==> config.mk <==
export PLATFORM = sky130hd
export DESIGN_NAME = tsg_status_regs
export DESIGN_NICKNAME = d
export VERILOG_FILES = /design/src/core/tsg_pkg.sv /design/src/core/tsg_cnt_if.sv /design/src/core/tsg_frame_counter.sv /design/src/core/tsg_pin_sync.sv /design/src/core/tsg_status_regs.sv
export VERILOG_INCLUDE_DIRS = /design/src /design/src/core
export SDC_FILE = /design/constraint.sdc
export NUM_CORES = 1
export LEC_CHECK = 0
export BUFFER_PORTS_ARGS = -buffer_cell sky130_fd_sc_hd__buf_2
export CORE_AREA = 2 2 157 159
export CTS_CLUSTER_SIZE = 30
export DETAILED_ROUTE_END_ITERATION = 12
export DIE_AREA = 0 0 159 161
export PLACE_DENSITY = 0.77
export SYNTH_ARGS = -nofsm -noshare
export SYNTH_HDL_FRONTEND = slang
export SYNTH_HIERARCHICAL = 1
export SYNTH_SLANG_ARGS = --single-unit
==> constraint.sdc <==
create_clock -name clk_sys_i -period 4.3 [get_ports clk_sys_i]
set_input_delay 0.86 -clock clk_sys_i [delete_from_list [all_inputs] [get_ports clk_sys_i]]
set_output_delay 0.86 -clock clk_sys_i [all_outputs]
set_load 0.02 [all_outputs]
==> src/core/tsg_consts.svh <==
// Operation
// - Status bits 15..7 show the frame position, 0 to 371, never above.
// - Frame position reads come from a coherent shadow copy; writes do nothing.
// - A handset times transmit and receive events from one frame counter.
// - A base station reports the transmit counter in the status position field.
// - Status bit 4 mirrors the role pin, 1 handset, 0 base; writes ignored.
// - Status bit 3 sets when the selected sync word is found; writes ignored.
// - Status bit 2 sets when a new frame begins; writes ignored.
// - Writing the new-frame clear bit from 1 to 0 clears that flag.
// - Writing the sync-found clear bit from 1 to 0 clears that flag.
// - Search-word select 0 hunts the marker word, 1 the alternate pattern; resets 0.
// - Port 0 direction bits set each pin, 0 input, 1 output; read/write.
// - Port 1 direction bits set each pin, 0 input, 1 output; read/write.
// - Port data reads return sampled pin levels whatever the direction.
// - Port data writes load the levels driven on output pins.
// - Mailbox reads return the codec status byte low, zero upper byte.
// - Mailbox writes pass the low byte to the codec as a command.
// - Receive control reads return the link quality estimate, refreshed each frame.
// - Receive control writes store the marker position; receive counter loads it on detect if it is 371 or less.
//
// Purpose: Offsets, field positions and reset values of the status/port bank.
// Assumes: Included by tsg_frame_counter and tsg_status_regs.
// Notes:   Definitions only.
`ifndef TSG_CONSTS_SVH
`define TSG_CONSTS_SVH

// ----------------------------------------------------------------
// Bank and register selects
// ----------------------------------------------------------------
`define TSG_BANK_RX 2'h2
`define TSG_BANK_FRAME 2'h3
`define TSG_EXT_MAILBOX 3'h0
`define TSG_EXT_RX_QUALITY 3'h1
`define TSG_EXT_FRAME_CTRL 3'h2
`define TSG_EXT_FRAME_STATUS 3'h3
`define TSG_EXT_PORT0_DIR 3'h4
`define TSG_EXT_PORT0_LEVELS 3'h5
`define TSG_EXT_PORT1_DIR 3'h6
`define TSG_EXT_PORT1_LEVELS 3'h7

// ----------------------------------------------------------------
// Field positions
// ----------------------------------------------------------------
`define TSG_STAT_POS_MSB 15
`define TSG_STAT_POS_LSB 7
`define TSG_STAT_ROLE_BIT 4
`define TSG_STAT_SYNC_BIT 3
`define TSG_STAT_FRAME_BIT 2
`define TSG_CTRL_SEARCH_BIT 9
`define TSG_CTRL_SYNC_CLR_BIT 5
`define TSG_CTRL_FRAME_CLR_BIT 4

// ----------------------------------------------------------------
// Values
// ----------------------------------------------------------------
`define TSG_FRAME_LAST 9'h173
`define TSG_POS_RESET 9'h000
`define TSG_WORD_RESET 16'h0000
`define TSG_BYTE_RESET 8'h00

`endif

==> src/core/tsg_pkg.sv <==
// Purpose: Shared types of the status/port bank.
// Assumes: Nothing.
// Notes:   Constants live in tsg_consts.svh.
package tsg_pkg;
    typedef logic [8:0] tsg_pos_t;
    typedef logic [15:0] tsg_word_t;
    typedef logic [7:0] tsg_byte_t;
endpackage

==> src/core/tsg_cnt_if.sv <==
// Purpose: Carries step, load and position between top and a frame counter.
// Assumes: One clock domain.
// Notes:   Counter owns pos and wrap.
`timescale 1ns/100ps
`default_nettype none
interface tsg_cnt_if;
    logic tick;
    logic load;
    tsg_pkg::tsg_pos_t load_val;
    tsg_pkg::tsg_pos_t pos;
    logic wrap;
    modport counter (input tick, input load, input load_val, output pos, output wrap);
    modport user (output tick, output load, output load_val, input pos, input wrap);
endinterface // tsg_cnt_if
`default_nettype wire

==> src/core/tsg_frame_counter.sv <==
// Purpose: Bit-position counter of one frame, 0 to the last position.
// Assumes: tick is a one-cycle bit strobe on clk_sys_i.
// Notes:   A load outranks a tick; out-of-range loads are ignored.
`timescale 1ns/100ps
`default_nettype none
`include "tsg_consts.svh"
module tsg_frame_counter (
    // Clock and reset
    input wire logic clk_sys_i,
    input wire logic rstn_i,
    // Counter link
    tsg_cnt_if.counter cnt
);
    // ----------------------------------------------------------------
    // Position and wrap
    // ----------------------------------------------------------------
    // Illegal load values would break the range, so they are dropped
    always_ff @(posedge clk_sys_i or negedge rstn_i) begin
        if (!rstn_i) begin
            cnt.pos <= `TSG_POS_RESET;
        end else if (cnt.load && (cnt.load_val <= `TSG_FRAME_LAST)) begin
            cnt.pos <= cnt.load_val;
        end else if (cnt.tick) begin
            cnt.pos <= (cnt.pos >= `TSG_FRAME_LAST) ? `TSG_POS_RESET : cnt.pos + 9'h001;
        end
    end

    // Wrap is high in the cycle that position 0 first shows; a dropped load must not hide it
    always_ff @(posedge clk_sys_i or negedge rstn_i) begin
        if (!rstn_i) begin
            cnt.wrap <= 1'b0;
        end else begin
            cnt.wrap <= cnt.tick && !(cnt.load && (cnt.load_val <= `TSG_FRAME_LAST)) && (cnt.pos >= `TSG_FRAME_LAST);
        end
    end
endmodule // tsg_frame_counter
`default_nettype wire

==> src/core/tsg_pin_sync.sv <==
// Purpose: Three-stage synchroniser for pin inputs.
// Assumes: Pins are asynchronous to clk_sys_i.
// Notes:   Output takes a bit once stages two and three agree.
`timescale 1ns/100ps
`default_nettype none
module tsg_pin_sync #(
    parameter int W = 16
) (
    // Clock and reset
    input wire logic clk_sys_i,
    input wire logic rstn_i,
    // Pins and result
    input wire logic [W-1:0] pin_i,
    output logic [W-1:0] level_o
);
    logic [W-1:0] meta_r;
    logic [W-1:0] st2_r;
    logic [W-1:0] st3_r;

    // ----------------------------------------------------------------
    // Stages; meta_r feeds st2_r only, to contain metastability
    // ----------------------------------------------------------------
    always_ff @(posedge clk_sys_i or negedge rstn_i) begin
        if (!rstn_i) begin
            meta_r <= '0;
            st2_r <= '0;
            st3_r <= '0;
        end else begin
            meta_r <= pin_i;
            st2_r <= meta_r;
            st3_r <= st2_r;
        end
    end

    // Accept a change per bit only when the last two stages match
    always_ff @(posedge clk_sys_i or negedge rstn_i) begin
        if (!rstn_i) begin
            level_o <= '0;
        end else begin
            level_o <= (st2_r & st3_r) | (level_o & (st2_r | st3_r));
        end
    end
endmodule // tsg_pin_sync
`default_nettype wire

==> src/core/tsg_status_regs.sv <==
// Purpose: Frame status, two 16-bit ports, codec mailbox and receive control
//          registers reached over the banked external register port.
// Assumes: Bus strobes, bit tick and detector pulses are on clk_sys_i.
// Notes:   Read data appears one cycle after the read strobe.
`timescale 1ns/100ps
`default_nettype none
`include "tsg_consts.svh"
module tsg_status_regs (
    // Clock and reset
    input wire logic clk_sys_i,
    input wire logic rstn_i,
    // Banked register port
    input wire logic [1:0] bank_i,
    input wire logic [2:0] ext_addr_i,
    input wire logic rd_i,
    input wire logic wr_i,
    input wire logic [15:0] wdata_i,
    output logic [15:0] rdata_o,
    // Transceiver events
    input wire logic bit_tick_i,
    input wire logic marker_word_found_i,
    input wire logic alt_sync_found_i,
    input wire logic [15:0] link_quality_i,
    // Role pin
    input wire logic station_role_pin_i,
    // Port A pins
    input wire logic [15:0] port_a_in_i,
    output logic [15:0] port_a_out_o,
    output logic [15:0] port_a_oe_o,
    // Port B pins
    input wire logic [15:0] port_b_in_i,
    output logic [15:0] port_b_out_o,
    output logic [15:0] port_b_oe_o,
    // Voice codec mailbox
    input wire logic [7:0] voice_proc_state_byte_i,
    output logic [7:0] voice_proc_cmd_byte_o,
    output logic voice_proc_cmd_strobe_o,
    // Receiver and event timing
    output logic sync_search_word_o,
    output logic [8:0] marker_word_position_o,
    output logic [8:0] tx_event_pos_o,
    output logic [8:0] rx_event_pos_o
);
    // ----------------------------------------------------------------
    // Declarations
    // ----------------------------------------------------------------
    tsg_cnt_if rx_cnt ();
    tsg_cnt_if tx_cnt ();
    logic [15:0] port_a_levels;
    logic [15:0] port_b_levels;
    logic station_role_flag;
    logic rep_wrap;
    tsg_pkg::tsg_pos_t rep_pos;
    tsg_pkg::tsg_pos_t pos_shadow_r;
    logic new_frame_flag_r;
    logic sync_found_flag_r;
    logic new_frame_flag_clear_r;
    logic sync_found_flag_clear_r;
    logic sync_hit;
    logic wr_ctrl;
    logic new_frame_clr_pulse;
    logic sync_found_clr_pulse;
    logic [15:0] port_a_dir_bits_r;
    logic [15:0] port_b_dir_bits_r;
    logic [15:0] port_a_drive_r;
    logic [15:0] port_b_drive_r;
    tsg_pkg::tsg_word_t link_quality_estimate_r;
    logic [15:0] rdata_nxt;

    // ----------------------------------------------------------------
    // Pin synchronisers
    // ----------------------------------------------------------------
    tsg_pin_sync #(.W(16)) u_sync_a (
        .clk_sys_i(clk_sys_i),
        .rstn_i(rstn_i),
        .pin_i(port_a_in_i),
        .level_o(port_a_levels)
    );

    tsg_pin_sync #(.W(16)) u_sync_b (
        .clk_sys_i(clk_sys_i),
        .rstn_i(rstn_i),
        .pin_i(port_b_in_i),
        .level_o(port_b_levels)
    );

    tsg_pin_sync #(.W(1)) u_sync_role (
        .clk_sys_i(clk_sys_i),
        .rstn_i(rstn_i),
        .pin_i(station_role_pin_i),
        .level_o(station_role_flag)
    );

    // ----------------------------------------------------------------
    // Frame counters
    // ----------------------------------------------------------------
    // Receive counter is re-aligned on every marker word detection while the stored position is 371 or less
    assign rx_cnt.tick = bit_tick_i;
    assign rx_cnt.load = marker_word_found_i;
    assign rx_cnt.load_val = marker_word_position_o;
    assign tx_cnt.tick = bit_tick_i;
    assign tx_cnt.load = 1'b0;
    assign tx_cnt.load_val = `TSG_POS_RESET;

    tsg_frame_counter u_rx_cnt (
        .clk_sys_i(clk_sys_i),
        .rstn_i(rstn_i),
        .cnt(rx_cnt)
    );

    tsg_frame_counter u_tx_cnt (
        .clk_sys_i(clk_sys_i),
        .rstn_i(rstn_i),
        .cnt(tx_cnt)
    );

    // Handset runs on its single counter, base reports the transmit one
    assign rep_pos = station_role_flag ? rx_cnt.pos : tx_cnt.pos;
    assign rep_wrap = station_role_flag ? rx_cnt.wrap : tx_cnt.wrap;

    // Event positions for transmit and receive timing
    always_ff @(posedge clk_sys_i or negedge rstn_i) begin
        if (!rstn_i) begin
            tx_event_pos_o <= `TSG_POS_RESET;
            rx_event_pos_o <= `TSG_POS_RESET;
        end else begin
            tx_event_pos_o <= rep_pos;
            rx_event_pos_o <= rx_cnt.pos;
        end
    end

    // Shadow is frozen during a read so the whole field is coherent
    always_ff @(posedge clk_sys_i or negedge rstn_i) begin
        if (!rstn_i) begin
            pos_shadow_r <= `TSG_POS_RESET;
        end else if (!(rd_i && bank_i == `TSG_BANK_FRAME)) begin
            pos_shadow_r <= rep_pos;
        end
    end

    // ----------------------------------------------------------------
    // Frame control bits and sticky flags
    // ----------------------------------------------------------------
    assign wr_ctrl = wr_i && (bank_i == `TSG_BANK_FRAME) && (ext_addr_i == `TSG_EXT_FRAME_CTRL);
    assign new_frame_clr_pulse = wr_ctrl && new_frame_flag_clear_r && !wdata_i[`TSG_CTRL_FRAME_CLR_BIT];
    assign sync_found_clr_pulse = wr_ctrl && sync_found_flag_clear_r && !wdata_i[`TSG_CTRL_SYNC_CLR_BIT];
    assign sync_hit = sync_search_word_o ? alt_sync_found_i : marker_word_found_i;

    // Control bits hold the last value written
    always_ff @(posedge clk_sys_i or negedge rstn_i) begin
        if (!rstn_i) begin
            sync_search_word_o <= 1'b0;
            new_frame_flag_clear_r <= 1'b0;
            sync_found_flag_clear_r <= 1'b0;
        end else if (wr_ctrl) begin
            sync_search_word_o <= wdata_i[`TSG_CTRL_SEARCH_BIT];
            new_frame_flag_clear_r <= wdata_i[`TSG_CTRL_FRAME_CLR_BIT];
            sync_found_flag_clear_r <= wdata_i[`TSG_CTRL_SYNC_CLR_BIT];
        end
    end

    // A frame start in the clearing cycle wins, so no frame is missed
    always_ff @(posedge clk_sys_i or negedge rstn_i) begin
        if (!rstn_i) begin
            new_frame_flag_r <= 1'b0;
        end else if (rep_wrap) begin
            new_frame_flag_r <= 1'b1;
        end else if (new_frame_clr_pulse) begin
            new_frame_flag_r <= 1'b0;
        end
    end

    // Sync detection likewise outranks its clear
    always_ff @(posedge clk_sys_i or negedge rstn_i) begin
        if (!rstn_i) begin
            sync_found_flag_r <= 1'b0;
        end else if (sync_hit) begin
            sync_found_flag_r <= 1'b1;
        end else if (sync_found_clr_pulse) begin
            sync_found_flag_r <= 1'b0;
        end
    end

    // ----------------------------------------------------------------
    // General-purpose ports
    // ----------------------------------------------------------------
    always_ff @(posedge clk_sys_i or negedge rstn_i) begin
        if (!rstn_i) begin
            port_a_dir_bits_r <= `TSG_WORD_RESET;
            port_b_dir_bits_r <= `TSG_WORD_RESET;
        end else if (wr_i && bank_i == `TSG_BANK_FRAME) begin
            if (ext_addr_i == `TSG_EXT_PORT0_DIR) begin
                port_a_dir_bits_r <= wdata_i;
            end
            if (ext_addr_i == `TSG_EXT_PORT1_DIR) begin
                port_b_dir_bits_r <= wdata_i;
            end
        end
    end

    always_ff @(posedge clk_sys_i or negedge rstn_i) begin
        if (!rstn_i) begin
            port_a_drive_r <= `TSG_WORD_RESET;
            port_b_drive_r <= `TSG_WORD_RESET;
        end else if (wr_i && bank_i == `TSG_BANK_FRAME) begin
            if (ext_addr_i == `TSG_EXT_PORT0_LEVELS) begin
                port_a_drive_r <= wdata_i;
            end
            if (ext_addr_i == `TSG_EXT_PORT1_LEVELS) begin
                port_b_drive_r <= wdata_i;
            end
        end
    end

    // Pin drivers; enable high where the pin is an output
    always_ff @(posedge clk_sys_i or negedge rstn_i) begin
        if (!rstn_i) begin
            port_a_out_o <= `TSG_WORD_RESET;
            port_a_oe_o <= `TSG_WORD_RESET;
            port_b_out_o <= `TSG_WORD_RESET;
            port_b_oe_o <= `TSG_WORD_RESET;
        end else begin
            port_a_out_o <= port_a_drive_r;
            port_a_oe_o <= port_a_dir_bits_r;
            port_b_out_o <= port_b_drive_r;
            port_b_oe_o <= port_b_dir_bits_r;
        end
    end

    // ----------------------------------------------------------------
    // Codec mailbox and receive control
    // ----------------------------------------------------------------
    always_ff @(posedge clk_sys_i or negedge rstn_i) begin
        if (!rstn_i) begin
            voice_proc_cmd_byte_o <= `TSG_BYTE_RESET;
            voice_proc_cmd_strobe_o <= 1'b0;
        end else begin
            voice_proc_cmd_strobe_o <= wr_i && bank_i == `TSG_BANK_RX && ext_addr_i == `TSG_EXT_MAILBOX;
            if (wr_i && bank_i == `TSG_BANK_RX && ext_addr_i == `TSG_EXT_MAILBOX) begin
                voice_proc_cmd_byte_o <= wdata_i[7:0];
            end
        end
    end

    always_ff @(posedge clk_sys_i or negedge rstn_i) begin
        if (!rstn_i) begin
            marker_word_position_o <= `TSG_POS_RESET;
        end else if (wr_i && bank_i == `TSG_BANK_RX && ext_addr_i == `TSG_EXT_RX_QUALITY) begin
            marker_word_position_o <= wdata_i[8:0];
        end
    end

    // Sampled at frame start; software reads it in the next guard time
    always_ff @(posedge clk_sys_i or negedge rstn_i) begin
        if (!rstn_i) begin
            link_quality_estimate_r <= `TSG_WORD_RESET;
        end else if (rep_wrap) begin
            link_quality_estimate_r <= link_quality_i;
        end
    end

    // ----------------------------------------------------------------
    // Read path
    // ----------------------------------------------------------------
    always_comb begin
        rdata_nxt = `TSG_WORD_RESET;
        if (bank_i == `TSG_BANK_FRAME) begin
            case (ext_addr_i)
                `TSG_EXT_FRAME_CTRL: begin
                    rdata_nxt[`TSG_CTRL_SEARCH_BIT] = sync_search_word_o;
                    rdata_nxt[`TSG_CTRL_SYNC_CLR_BIT] = sync_found_flag_clear_r;
                    rdata_nxt[`TSG_CTRL_FRAME_CLR_BIT] = new_frame_flag_clear_r;
                end
                `TSG_EXT_FRAME_STATUS: begin
                    rdata_nxt[`TSG_STAT_POS_MSB:`TSG_STAT_POS_LSB] = pos_shadow_r;
                    rdata_nxt[`TSG_STAT_ROLE_BIT] = station_role_flag;
                    rdata_nxt[`TSG_STAT_SYNC_BIT] = sync_found_flag_r;
                    rdata_nxt[`TSG_STAT_FRAME_BIT] = new_frame_flag_r;
                end
                `TSG_EXT_PORT0_DIR: rdata_nxt = port_a_dir_bits_r;
                `TSG_EXT_PORT0_LEVELS: rdata_nxt = port_a_levels;
                `TSG_EXT_PORT1_DIR: rdata_nxt = port_b_dir_bits_r;
                `TSG_EXT_PORT1_LEVELS: rdata_nxt = port_b_levels;
                default: rdata_nxt = `TSG_WORD_RESET;
            endcase
        end else if (bank_i == `TSG_BANK_RX) begin
            case (ext_addr_i)
                `TSG_EXT_MAILBOX: rdata_nxt = {8'h00, voice_proc_state_byte_i};
                `TSG_EXT_RX_QUALITY: rdata_nxt = link_quality_estimate_r;
                default: rdata_nxt = `TSG_WORD_RESET;
            endcase
        end
    end

    // Read data holds until the next read
    always_ff @(posedge clk_sys_i or negedge rstn_i) begin
        if (!rstn_i) begin
            rdata_o <= `TSG_WORD_RESET;
        end else if (rd_i) begin
            rdata_o <= rdata_nxt;
        end
    end
endmodule // tsg_status_regs
`default_nettype wire

==> flow_metrics.env <==
export IMPL_ctsResizeCount=0
export IMPL_final_setup_tns_ns=0
export IMPL_synth_edff_count=0
export IMPL_grt_use_total_pct=22.7
export IMPL_grt_max_degree=113
export IMPL_status="completed"
export IMPL_max_freq_mhz=416
export IMPL_finalCriticalPeriod_ns=2.40
export IMPL_synth_async_reset_ratio_pct=100
export IMPL_cap_violations=0
export IMPL_clock_latency_ns=0.53
export IMPL_clock_sinks=362
export IMPL_yosys_area_share_xor_xnor_pct=0
export IMPL_dieArea_um2=25600
export IMPL_cts_tree="yes"
export IMPL_core_area_um2=24000
export IMPL_io_pins=202
export IMPL_min_path_type="reg -> reg"
export IMPL_start_kind="input port"
export IMPL_syn_avg_cell_area_um2=15.1
export IMPL_setup_worst_path_start="ext_addr_i[1]"
export IMPL_antenna_found_initial=2
export IMPL_grt_first_pass_wirelength_mm=45.1
export IMPL_postRouteAntennaNets=0
export IMPL_dieWidth_um=159
export IMPL_die_y_um=161
export IMPL_hold_viol=0
export IMPL_synthAdderAreaFrac_pct=3.08
export IMPL_critPathRequiredTime_ns=4.71
export IMPL_worst_pin_slew_ns=1.11
export IMPL_synth_seq_area_share_pct=70.2
export IMPL_ys_seq_elements=362
export IMPL_first_global_vias=7850
export IMPL_grt_setup_unrepaired="false"
export IMPL_routabilityCongestion=0.829
export IMPL_final_cell_mix="dfrtp_1, buf_2, mux2_2"
export IMPL_port_buffers=201
export IMPL_cts_setup_buffers=0
export IMPL_timing_rr_start="u_tx_cnt/cnt.pos[0]$_DFFE_PN0P_"
export IMPL_syn_area_um2=12900
export IMPL_numCtsBuffers=37
export IMPL_std_cell_rows=57
export IMPL_drt_iter0_drc=665
export IMPL_synth_simple_area_share_pct=6.79
export IMPL_arrival_ns=2.81
export IMPL_crit_type="in -> reg"
export IMPL_netlist_instances=853
export IMPL_finalMaxSlewViolations=0
export IMPL_clk_pin_slew_ns=0.06
export IMPL_power_w=0.00885
export IMPL_final_nets=1170
export IMPL_clock_skew_ns=0.0155
export IMPL_rrSetupSlack_ns=1.98
export IMPL_wl_per_cell_um=19.9
export IMPL_max_vdd_ir_drop_uv=389
export IMPL_final_common_cell="dfrtp_1"
export IMPL_ys_warn_count=6
export IMPL_p_leak_nw=7.41
export IMPL_drive_above_1_share_pct=38.6
export IMPL_nFillCells=1731
export IMPL_worstSetupEndpoint="marker_word_position_o[2]$_DFFE_PN0P_"
export IMPL_hold_path_startpoint="u_sync_a/meta_r[9]$_DFF_PN0_"
export IMPL_drc=0
export IMPL_fin_util_pct=64.8
export IMPL_synth_compound_area_share_pct=6.20
export IMPL_worstPathMaxFanout=30
export IMPL_reg2reg_depth=5
export IMPL_dr_pass1_iters=5
export IMPL_dp_hpwl_mm=19.3
export IMPL_fin_crit_sh_pct=55.9
export IMPL_dr_total_vias=7855
export IMPL_synth_cell_type_count=54
export IMPL_initial_core_util_pct=53.8
export IMPL_cts_hold_buf=0
export IMPL_r2r_end="u_tx_cnt/cnt.pos[5]$_DFFE_PN0P_"
export IMPL_whs_path_depth=0
export IMPL_setup_viol=0
export IMPL_end_kind="flop"
export IMPL_gr_total_overflow=0
export IMPL_muxShareOfSynthArea_pct=11.9
export IMPL_cts_htree_levels=2
export IMPL_relSlewSlack_pct=25.5
export IMPL_syn_to_final_growth_pct=20.5
export IMPL_vias_per_cell=5.47
export IMPL_power_density_nw_per_um2=569
export IMPL_root_buffer="clkbuf_16"
export IMPL_ys_flop_type="dfrtp_1"
export IMPL_drt_wl_total_mm=28.7
export IMPL_synth_top_family_by_area="multiplexers"
export IMPL_cts_max_path_buffers=3
[power by group]
group | internal, W | switching (W)
registers | 0.00395 | 0.000373
clock network | 0.00192 | 0.00130
logic | 0.000565 | 0.000738
total | 0.00643 | 0.00241
[worst min-delay path by stage]
stage                                  end  slack [ns]
2_1_floorplan  u_sync_a/st2_r[0]$_DFF_PN0_        0.33
3_3_place_gp   u_sync_role/st2_r$_DFF_PN0_        0.33
3_5_place_dp   u_sync_a/st2_r[1]$_DFF_PN0_        0.33
4_1_cts        u_sync_a/st2_r[9]$_DFF_PN0_        0.34
5_1_grt        u_sync_b/st2_r[3]$_DFF_PN0_        0.35
6_report       u_sync_a/st2_r[9]$_DFF_PN0_        0.34
[worst max-delay path, stage by stage]
cell,delay [ns]
buf_2,0.31
nor4b_2,0.70
and3_1,0.53
mux2_2,0.39
[per-layer routing]
layer | track usage [%] | up-vias | part of all wire [%]
met5 | 0 | - | 0
met4 | 6.53 | 0 | 2.3
met3 | 3.67 | 50 | 5.4
met2 | 36.0 | 263 | 48
met1 | 33.1 | 4052 | 45
li1 | - | 3490 | -
[registers in the layout (all words and copies together) (netlist names), 9 cells and up]
| signal | flops |
|---|---|
| u_sync_b/st2_r | 16 |
| tx_event_pos_o | 9 |
| rdata_o | 16 |
| port_b_out_o | 16 |
| pos_shadow_r | 9 |
| rx_event_pos_o | 9 |
| u_sync_a/st2_r | 16 |
| marker_word_position_o | 9 |
| port_b_dir_bits_r | 16 |
| port_b_drive_r | 16 |
| port_a_drive_r | 16 |
| u_rx_cnt/cnt.pos | 9 |
| u_sync_b/meta_r | 16 |
| u_tx_cnt/cnt.pos | 9 |
| link_quality_estimate_r | 16 |
| u_sync_a/level_o | 16 |
| port_b_oe_o | 16 |
| u_sync_a/st3_r | 16 |
| port_a_out_o | 16 |
| u_sync_a/meta_r | 16 |
| port_a_oe_o | 16 |
| u_sync_b/level_o | 16 |
| u_sync_b/st3_r | 16 |
| port_a_dir_bits_r | 16 |
[synthesized netlist by cell type (9+ instances only)]
master | n | area share, %
a21oi_1 | 14 | 0.54
a22o_1 | 10 | 0.68
a31oi_1 | 22 | 1.1
and3_1 | 10 | 0.49
buf_2 | 12 | 0.47
clkbuf_1 | 15 | 0.44
dfrtp_1 | 362 | 70
inv_1 | 9 | 0.26
maj3_2 | 33 | 2.9
mux2_2 | 103 | 9.0
mux2_4 | 10 | 1.2
mux2i_1 | 19 | 1.5
nand2_1 | 20 | 0.58
nand3_1 | 25 | 0.97
nor2_1 | 59 | 1.7
nor2b_1 | 12 | 0.58
o21ai_0 | 21 | 0.81
[cell type report]
| type | instances | area [µm²] | area share [%] |
|---|---|---|---|
| multi-input combinational | 464 | 3680 | 23.7 |
| clock buffer | 51 | 1060 | 6.81 |
| sequential | 362 | 9060 | 58.3 |
| timing repair buffer | 209 | 1100 | 7.09 |
| inverter | 9 | 33.8 | 0.217 |
| clock inverter | 16 | 195 | 1.26 |
| antenna | 2 | 5.00 | 0.0322 |
| tap | 324 | 405 | 2.61 |
[cell families after synthesis]
| family | after synthesis |
|---|---|
| DFF | 362 |
| and+or+nand+nor | 162 |
| muxes | 134 |
| AOI/OAI and AO/OA | 114 |
| buffers and inverters | 45 |
| adders and majority gates | 35 |
| other | 1 |
[through the flow]
| step | setup WS [ns] | std cells | instance area (µm²) | hold slack, ns |
|---|---|---|---|---|
| after CTS | 1.88 | 1435 | 15500 | 0.343 |
| after global placement | 1.43 | 1368 | 14300 | 0.333 |
| after detailed placement | 1.38 | 1368 | 14300 | 0.335 |
| final | 1.90 | 1437 | 15500 | 0.340 |
| after global routing | 1.77 | 1436 | 15500 | 0.352 |
| after floorplan | 2.03 | 871 | 13000 | 0.331 |
Note: power is estimated with default switching activity, not from simulation.
